===== src/inc/sdc_pkg.sv =====
// Purpose: Constants, register map and carrier types for the serial divider/control slice
// Assumes: Plain register port, 16-bit register data, full 32-bit byte addresses
// Notes:   Status, mask, control and receive-pop registers sit above the three data/setup registers

package sdc_pkg;

	// ****************************************
	// Register map
	// ****************************************
	localparam logic [31:0] OFS_TX_DATA   = 32'h40030008;
	localparam logic [31:0] OFS_DIV_CTRL  = 32'h4003000c;
	localparam logic [31:0] OFS_UNIT_CFG  = 32'h40030010;
	localparam logic [31:0] OFS_UNIT_CTRL = 32'h40030020;
	localparam logic [31:0] OFS_STATUS    = 32'h40030024;
	localparam logic [31:0] OFS_MASK      = 32'h40030028;
	localparam logic [31:0] OFS_RX_POP    = 32'h4003002c;

	// ****************************************
	// Fields and reset values
	// ****************************************
	localparam int          DIV_EDGE_IRQ  = 8;
	localparam int          DIV_RESTART   = 7;
	localparam logic [15:0] DIV_RW_MASK   = 16'h01ff;
	localparam int          CFG_THR_HI    = 15;
	localparam int          CFG_THR_LO    = 14;
	localparam int          CFG_TX_PURGE  = 13;
	localparam int          CFG_RX_PURGE  = 12;
	localparam int          CFG_CONTINUOUS_MODE      = 11;
	localparam int          CFG_ZERO_FILL = 7;
	localparam int          CTL_ENABLE    = 0;
	localparam int          CTL_DMA       = 1;
	localparam int          CTL_HSPEED    = 2;
	localparam logic [15:0] REG_RESET     = 16'h0000;

	// Sticky status bits, mask has the same layout
	localparam int          ST_TX_THR     = 0;
	localparam int          ST_RX_THR     = 1;
	localparam int          ST_UNDERFLOW  = 2;
	localparam int          ST_SEL_RISE   = 3;
	localparam int          ST_SEL_FALL   = 4;
	localparam int          ST_SEL_ERR    = 5;
	localparam int          ST_W          = 6;
	localparam logic [5:0]  ST_RESET      = 6'h00;
	localparam int          ST_TXCNT_LO   = 8;
	localparam int          ST_RXCNT_LO   = 12;

	localparam int          FIFO_DEPTH    = 4;
	localparam logic [2:0]  LAST_BIT      = 3'h7;

	// ****************************************
	// Carriers
	// ****************************************
	typedef struct packed {
		logic [31:0] addr;
		logic [15:0] wdata;
		logic        wr;
		logic        rd;
	} sdc_bus_req_t;

	typedef struct packed {
		logic sclk;
		logic mosi;
	} sdc_ser_t;

	typedef enum logic {SH_IDLE, SH_SHIFT} sdc_state_t;

endpackage


===== src/design/sdc_top.sv =====
// Purpose: Transmit data, divider and configuration registers with a compact serial engine
// Assumes: CS_N and MISO synchronous to CLK_SYS; power-of-two FIFO depth
// Notes:   Mode 0 shifting, MSB first; select input gates the engine

`timescale 1ns/1ps

module sdc_top #(
	parameter int DEPTH = sdc_pkg::FIFO_DEPTH
) (
	input  wire logic                 CLK_SYS,
	input  wire logic                 RST,
	input  wire sdc_pkg::sdc_bus_req_t BUS,
	output logic [15:0]               RDATA,
	input  wire logic                 CS_N,
	input  wire logic                 MISO,
	output sdc_pkg::sdc_ser_t         SER,
	output logic                      IRQ
);

	localparam int PW = $clog2(DEPTH);
	localparam int CW = PW + 1;

	// ****************************************
	// Registers and state
	// ****************************************
	logic [15:0]          div_reg, cfg_reg, ctl_reg;
	logic [5:0]           stat_reg, mask_reg;
	logic [15:0]          rdata_next;
	logic [7:0]           tx_mem [DEPTH];
	logic [7:0]           rx_mem [DEPTH];
	logic [PW-1:0]        tx_wp_reg, tx_rp_reg, rx_wp_reg, rx_rp_reg;
	logic [CW-1:0]        tx_cnt_reg, rx_cnt_reg, tx_cnt_next, rx_cnt_next;
	logic [2:0]           done_cnt_reg;
	sdc_pkg::sdc_state_t  state_reg;
	logic [7:0]           tx_sh_reg, rx_sh_reg, last_reg;
	logic [2:0]           bit_reg;
	logic [5:0]           hc_reg;
	logic                 sclk_reg, cs_n_reg;

	// ****************************************
	// Decode
	// ****************************************
	wire       wr_tx     = BUS.wr && BUS.addr == sdc_pkg::OFS_TX_DATA;
	wire       wr_div    = BUS.wr && BUS.addr == sdc_pkg::OFS_DIV_CTRL;
	wire       wr_cfg    = BUS.wr && BUS.addr == sdc_pkg::OFS_UNIT_CFG;
	wire       wr_ctl    = BUS.wr && BUS.addr == sdc_pkg::OFS_UNIT_CTRL;
	wire       wr_stat   = BUS.wr && BUS.addr == sdc_pkg::OFS_STATUS;
	wire       wr_mask   = BUS.wr && BUS.addr == sdc_pkg::OFS_MASK;
	wire       rd_pop    = BUS.rd && BUS.addr == sdc_pkg::OFS_RX_POP;

	wire       unit_en   = ctl_reg[sdc_pkg::CTL_ENABLE];
	wire       dma_en    = ctl_reg[sdc_pkg::CTL_DMA];
	wire       hspeed    = ctl_reg[sdc_pkg::CTL_HSPEED];
	wire       tx_purge  = cfg_reg[sdc_pkg::CFG_TX_PURGE];
	wire       rx_purge  = cfg_reg[sdc_pkg::CFG_RX_PURGE];
	wire       continuous_mode_mode = cfg_reg[sdc_pkg::CFG_CONTINUOUS_MODE];
	wire       zero_fill = cfg_reg[sdc_pkg::CFG_ZERO_FILL];
	wire       restart   = div_reg[sdc_pkg::DIV_RESTART];
	wire [5:0] divisor   = div_reg[5:0];
	wire [2:0] thr       = {1'b0, cfg_reg[sdc_pkg::CFG_THR_HI:sdc_pkg::CFG_THR_LO]} + 3'h1;

	// Edge interrupts only in continuous plus high-speed mode
	wire       edge_gate = div_reg[sdc_pkg::DIV_EDGE_IRQ] && continuous_mode_mode && hspeed;
	wire       cs_rise   = CS_N && !cs_n_reg;
	wire       cs_fall   = !CS_N && cs_n_reg;

	// ****************************************
	// Transmit FIFO push
	// ****************************************
	wire [CW-1:0] push_n   = dma_en ? CW'(2) : CW'(1);
	wire          tx_room  = (tx_cnt_reg + push_n) <= CW'(DEPTH);
	wire          tx_push  = wr_tx && !tx_purge && tx_room;
	wire          tx_empty = tx_cnt_reg == '0;

	// ****************************************
	// Serial engine decode
	// ****************************************
	wire       load     = state_reg == sdc_pkg::SH_IDLE && unit_en && !CS_N;
	// Purge forces the fill byte even before the count has cleared
	wire       use_fill = tx_empty || tx_purge;
	wire       tx_pop   = load && !use_fill;
	wire       under    = load && use_fill;
	wire [7:0] fill     = zero_fill ? 8'h00 : last_reg;
	wire       shifting = state_reg == sdc_pkg::SH_SHIFT && !CS_N;
	wire       half     = shifting && hc_reg >= divisor;
	wire       rise_ev  = half && !sclk_reg;
	wire       fall_ev  = half && sclk_reg;
	wire       byte_end = fall_ev && bit_reg == sdc_pkg::LAST_BIT;
	wire       sel_err  = cs_rise && state_reg == sdc_pkg::SH_SHIFT;

	// ****************************************
	// Receive FIFO
	// ****************************************
	wire       rx_full  = rx_cnt_reg == CW'(DEPTH);
	wire       rx_push  = byte_end && !rx_purge && !rx_full;
	wire       rx_pop   = rd_pop && rx_cnt_reg != '0 && !rx_purge;
	// Empty FIFO reads zero, never a stale entry
	wire [7:0] rx_head  = rx_cnt_reg == '0 ? 8'h00 : rx_mem[rx_rp_reg];

	assign tx_cnt_next = tx_purge ? '0 :
		tx_cnt_reg + (tx_push ? push_n : CW'(0)) - (tx_pop ? CW'(1) : CW'(0));
	assign rx_cnt_next = rx_purge ? '0 :
		rx_cnt_reg + (rx_push ? CW'(1) : CW'(0)) - (rx_pop ? CW'(1) : CW'(0));

	// ****************************************
	// Events, sticky status, interrupt
	// ****************************************
	wire       done_hit = byte_end && (done_cnt_reg + 3'h1) >= thr;
	wire       rx_hit   = {1'b0, rx_cnt_reg} >= {1'b0, thr} || rx_full;
	wire [5:0] ev_set;
	assign ev_set[sdc_pkg::ST_TX_THR]    = done_hit && !rx_purge;
	assign ev_set[sdc_pkg::ST_RX_THR]    = rx_hit && !rx_purge;
	assign ev_set[sdc_pkg::ST_UNDERFLOW] = under;
	assign ev_set[sdc_pkg::ST_SEL_RISE]  = cs_rise && edge_gate && !rx_purge;
	assign ev_set[sdc_pkg::ST_SEL_FALL]  = cs_fall && edge_gate && !rx_purge;
	assign ev_set[sdc_pkg::ST_SEL_ERR]   = sel_err && !rx_purge;

	// Set wins over a same-cycle write-one clear
	wire [5:0] stat_next = (stat_reg & ~(wr_stat ? BUS.wdata[5:0] : 6'h00)) | ev_set;
	wire [5:0] irq_src   = stat_reg & mask_reg &
		~(tx_purge ? 6'h04 : 6'h00);
	assign IRQ = !rx_purge && |irq_src;

	// ****************************************
	// Read mux
	// ****************************************
	always_comb begin
		rdata_next = 16'h0000;
		if (BUS.rd) begin
			case (BUS.addr)
				sdc_pkg::OFS_DIV_CTRL:  rdata_next = div_reg & sdc_pkg::DIV_RW_MASK;
				sdc_pkg::OFS_UNIT_CFG:  rdata_next = cfg_reg;
				sdc_pkg::OFS_UNIT_CTRL: rdata_next = ctl_reg;
				sdc_pkg::OFS_STATUS: begin
					rdata_next[5:0] = stat_reg;
					rdata_next[sdc_pkg::ST_TXCNT_LO +: CW] = tx_cnt_reg;
					rdata_next[sdc_pkg::ST_RXCNT_LO +: CW] = rx_cnt_reg;
				end
				sdc_pkg::OFS_MASK:      rdata_next = {10'h000, mask_reg};
				sdc_pkg::OFS_RX_POP:    rdata_next = {8'h00, rx_head};
				default:                rdata_next = 16'h0000;
			endcase
		end
	end

	// ****************************************
	// Register file
	// ****************************************
	always_ff @(posedge CLK_SYS or posedge RST) begin
		if (RST) begin
			div_reg  <= sdc_pkg::REG_RESET;
			cfg_reg  <= sdc_pkg::REG_RESET;
			ctl_reg  <= sdc_pkg::REG_RESET;
			stat_reg <= sdc_pkg::ST_RESET;
			mask_reg <= sdc_pkg::ST_RESET;
			RDATA    <= 16'h0000;
		end else begin
			if (wr_div) div_reg <= BUS.wdata & sdc_pkg::DIV_RW_MASK;
			if (wr_cfg) cfg_reg <= BUS.wdata;
			if (wr_ctl) ctl_reg <= {13'h0000, BUS.wdata[2:0]};
			if (wr_mask) mask_reg <= BUS.wdata[5:0];
			stat_reg <= stat_next;
			RDATA    <= rdata_next;
		end
	end

	// ****************************************
	// FIFO storage and pointers
	// ****************************************
	// Pointers wrap naturally, hence the power-of-two depth
	always_ff @(posedge CLK_SYS) begin
		if (tx_push) begin
			tx_mem[tx_wp_reg] <= BUS.wdata[7:0];
			if (dma_en) tx_mem[tx_wp_reg + PW'(1)] <= BUS.wdata[15:8];
		end
		if (rx_push) rx_mem[rx_wp_reg] <= rx_sh_reg;
	end

	always_ff @(posedge CLK_SYS or posedge RST) begin
		if (RST) begin
			tx_wp_reg  <= '0;
			tx_rp_reg  <= '0;
			tx_cnt_reg <= '0;
			rx_wp_reg  <= '0;
			rx_rp_reg  <= '0;
			rx_cnt_reg <= '0;
		end else begin
			tx_cnt_reg <= tx_cnt_next;
			rx_cnt_reg <= rx_cnt_next;
			if (tx_purge) begin
				tx_wp_reg <= '0;
				tx_rp_reg <= '0;
			end else begin
				if (tx_push) tx_wp_reg <= tx_wp_reg + push_n[PW-1:0];
				if (tx_pop) tx_rp_reg <= tx_rp_reg + PW'(1);
			end
			if (rx_purge) begin
				rx_wp_reg <= '0;
				rx_rp_reg <= '0;
			end else begin
				if (rx_push) rx_wp_reg <= rx_wp_reg + PW'(1);
				if (rx_pop) rx_rp_reg <= rx_rp_reg + PW'(1);
			end
		end
	end

	// ****************************************
	// Serial engine
	// ****************************************
	// Engine pauses when select is released mid-byte with restart clear
	always_ff @(posedge CLK_SYS or posedge RST) begin
		if (RST) begin
			state_reg    <= sdc_pkg::SH_IDLE;
			tx_sh_reg    <= 8'h00;
			rx_sh_reg    <= 8'h00;
			last_reg     <= 8'h00;
			bit_reg      <= 3'h0;
			hc_reg       <= 6'h00;
			sclk_reg     <= 1'b0;
			cs_n_reg     <= 1'b1;
			done_cnt_reg <= 3'h0;
		end else begin
			cs_n_reg <= CS_N;
			if (byte_end) done_cnt_reg <= done_hit ? 3'h0 : done_cnt_reg + 3'h1;
			case (state_reg)
				sdc_pkg::SH_IDLE: begin
					if (load) begin
						tx_sh_reg <= use_fill ? fill : tx_mem[tx_rp_reg];
						last_reg  <= use_fill ? fill : tx_mem[tx_rp_reg];
						state_reg <= sdc_pkg::SH_SHIFT;
						bit_reg   <= 3'h0;
						hc_reg    <= 6'h00;
					end
				end
				sdc_pkg::SH_SHIFT: begin
					if (sel_err && restart) begin
						state_reg <= sdc_pkg::SH_IDLE;
						bit_reg   <= 3'h0;
						sclk_reg  <= 1'b0;
					end else if (shifting) begin
						hc_reg <= half ? 6'h00 : hc_reg + 6'h01;
						if (half) sclk_reg <= !sclk_reg;
						if (rise_ev && !rx_purge) rx_sh_reg <= {rx_sh_reg[6:0], MISO};
						if (byte_end) begin
							state_reg <= sdc_pkg::SH_IDLE;
						end else if (fall_ev) begin
							bit_reg   <= bit_reg + 3'h1;
							tx_sh_reg <= {tx_sh_reg[6:0], 1'b0};
						end
					end
				end
				default: state_reg <= sdc_pkg::SH_IDLE;
			endcase
		end
	end

	assign SER.sclk = sclk_reg;
	assign SER.mosi = tx_sh_reg[7];
endmodule


===== config.mk =====
export PLATFORM = sky130hd
export DESIGN_NAME = sdc_top
export DESIGN_NICKNAME = d
export VERILOG_FILES = /design/src/inc/sdc_pkg.sv /design/src/design/sdc_top.sv
export SDC_FILE = /design/constraint.sdc
export NUM_CORES = 1
export LEC_CHECK = 0
export BUFFER_PORTS_ARGS = -buffer_cell sky130_fd_sc_hd__buf_2
export CAP_MARGIN = 20
export CORE_ASPECT_RATIO = 0.9
export CORE_MARGIN = 4
export CORE_UTILIZATION = 55
export DETAILED_ROUTE_END_ITERATION = 7
export GPL_TIMING_DRIVEN = 0
export MAX_ROUTING_LAYER = met4
export PLACE_DENSITY = 0.84
export SLEW_MARGIN = 0
export SYNTH_ARGS = -nofsm -noshare
export SYNTH_HDL_FRONTEND = slang
export SYNTH_SLANG_ARGS = --single-unit

===== constraint.sdc =====
create_clock -name CLK_SYS -period 4.4 [get_ports CLK_SYS]
set_clock_uncertainty 0.15 [all_clocks]
set_input_delay 0.66 -clock CLK_SYS [delete_from_list [all_inputs] [get_ports CLK_SYS]]
set_output_delay 0.66 -clock CLK_SYS [all_outputs]
set_load 0.005 [all_outputs]

==> reports/metrics.cfg <==
[run_status]
status=complete, no violations

[final_layout]
stdcell_count=934
seq_area_sq_um=4650
drive_gt1_frac=0.315
layout.nets=808
reg.largest.list=rx_mem: 32 flops, tx_mem: 32 flops
layout_common_cells=108 x dfrtp_1, 82 x mux2_2, 76 x buf_2
fillers=1068
final_common_cell=dfrtp_1
multiInputGateArea_sq_um=3440
area.growth.synth_to_final_pct=14.6
antenna_cells=0

[synth]
synth_area_leaders=dfrtp_1 32%, edfxtp_1 23%, mux2_2 11%
synth_top_family_by_area=multiplexers
synth_area_sq_um=8350
synth_compound_area_frac=0.0887
synth_edf_count=64
synth-adder-area-share=0.0492
synth_top_flop_cell=dfrtp_1
yosys.area_share.xor_xnor=0.0136
synth_mux_area_frac=0.157
ys_seq_area_frac=0.557
async_flop_share=0.630
ys_ff_latch=173
syn-num-nets=716
synth.top_cell.area_share=0.324
syn_area_per_cell_sq_um=13.2
yosysWarnings=0
synthCells=631
synth_area_leader_cell=dfrtp_1
synth_cell_type_count=63
synthSimpleGateAreaFrac=0.103

[die]
dieArea_sq_um=17200
die_h_microns=125
rows=42
fp.coreArea_sq_um=14800
dieWidth_microns=138
initial_core_util=0.563
pin_count=73

[detailed_routing]
drtIter0Drc=729
avgViaCountPerCell=6.20
dr_total_vias=5790
drtPass1Iterations=7
ant_nets=0
routedWlPerCell_microns=21.6
routed_wl_microns=20200
drc=0

[timing]
setup_tns_ns=0
fmax_mhz=256
rsz0062_at_grt=false
hold_violations=0
finalCritPeriodShare=0.887
setup_viol=0
drv_slew=0
holdWs_ns=0.181
max_slew_margin=0.239
tightest_slew_ns=1.13
fin_crit_ns=3.90

[worst_setup_path]
cp-end-kind=register
worstPathArrival_ns=3.81
path_class=reg -> reg
slowest_stage=nor2_1
cp_slowest_stage_delay_ns=0.77
cp_top_family=simple AND/OR/NAND/NOR gates
required_ns=4.31
cp.buffers_inverters=4
crit_top_cell=inv_1
worstPathMaxFanout=9
path_cells=clkbuf_1, inv_1, ha_1, inv_1, fa_1, xnor2_1, a2111oi_2, and4_1, buf_4, o21ai_0, nor2_1
worstSetupStartpointType=register

[place]
port_buffers=72
dp_hpwl_microns=14300
gp_congestion=0.913
placed_cells=902

[global_routing]
grt_usage=0.251
grt_max_degree=61
grt_pass1_vias=5909
globalRouteOverflowTotal=0
grt_first_pass_wirelength_microns=32000
antenna_found_initial=0

[clock_network]
cts-resized-gates=0
root_buffer=clkbuf_16
clock_latency_ns=0.44
cts_tree=done
htree_levels=4
clock_sinks=173
holdBufCountCts=0
numCtsBuffers=17
clk_path_buf_depth=2
cts_setup_buffers=0
clk_pin_slew_ns=0.07

[worst_hold_path]
timing.hold.worst.class=in -> async

[power]
power_density_nw_per_um2=339
ir_drop_v=0.000286
cellLeakagePower_nw=4.26
totalPowerFinal_mw=3.24

[flow_run]
cap_violations=0

logic make-up (layout without fill, tap and decap cells):
group,count (synthesis),after routing
buffers and inverters,63,168
flip-flops,173,173
multiplexers,101,101
AO/OA/AOI/OAI,99,99
XOR/XNOR,13,13
adder cells (fa/ha/maj),31,31
AND/OR/NAND/NOR,151,151
where the power goes:
part	internal (mW)	switching [mW]	total, mW
logic	0.0344	0.0566	0.0910
clock network	0.800	0.683	1.48
registers	1.67	0.000641	1.67
total	2.50	0.741	3.24
metal layers:
layer  up-vias  track usage  wire length [microns]
li1       2554            -                      -
met1      2871        0.347                   8420
met2       325        0.380                   9750
met3        40       0.0557                   1680
met4         0       0.0662                    354
met5         -            -                      0
synth_stat cells, types with 3 or more instances:
| cell | number |
|---|---|
| nand4_1 | 3 |
| nor4_1 | 9 |
| a222oi_1 | 10 |
| a22oi_1 | 6 |
| edfxtp_1 | 64 |
| a21o_1 | 5 |
| and3_1 | 6 |
| nor2_1 | 28 |
| o21ai_0 | 6 |
| nor2b_1 | 10 |
| mux2i_1 | 3 |
| xor2_1 | 8 |
| clkbuf_1 | 22 |
| a21oi_1 | 20 |
| a22o_1 | 15 |
| xnor2_1 | 5 |
| o21bai_1 | 4 |
| buf_4 | 5 |
| nand2_1 | 29 |
| ha_1 | 28 |
| nand3_1 | 13 |
| dfrtp_1 | 108 |
| or2_2 | 3 |
| a31oi_1 | 9 |
| fa_1 | 3 |
| or4_1 | 3 |
| nor3_1 | 10 |
| mux4_2 | 16 |
| nor3b_1 | 3 |
| o21a_1 | 5 |
| buf_2 | 4 |
| nand2b_1 | 10 |
| and2_1 | 6 |
| mux2_2 | 82 |
| inv_1 | 30 |
layout make-up:
type                            count  area share
Sequential cell                   173       0.486
Multi-Input combinational cell    395       0.359
Clock buffer                       17      0.0445
Timing Repair Buffer               73      0.0405
Tap cell                          198      0.0259
Clock inverter                     15      0.0161
Buffer                             33      0.0154
Inverter                           30      0.0120
path summary, 6_finish.rpt:
check,start,end,slack [ns],cells after the start
max,ctl_reg[1],tx_mem[1][6],0.50,11
min,RST,RDATA[7],0.18,2
max reg2reg,ctl_reg[1],tx_mem[1][6],0.50,11
min reg2reg,last_reg[0],last_reg[0],0.35,1
max in group asynchronous,RST,cs_n_reg,3.17,3
min in group CLK_SYS,CS_N,cs_n_reg,0.25,1
stage by stage:
step	area [sq um]	util	setup slack (ns)
finish	9570	0.646	0.499
global route	9570	0.646	0.309
CTS	9570	0.646	0.549
detailed placement	8990	0.606	0.305
global placement	8960	0.604	-0.443
floorplan	8350	-	0.718
Power figures use the tool's default switching activity.
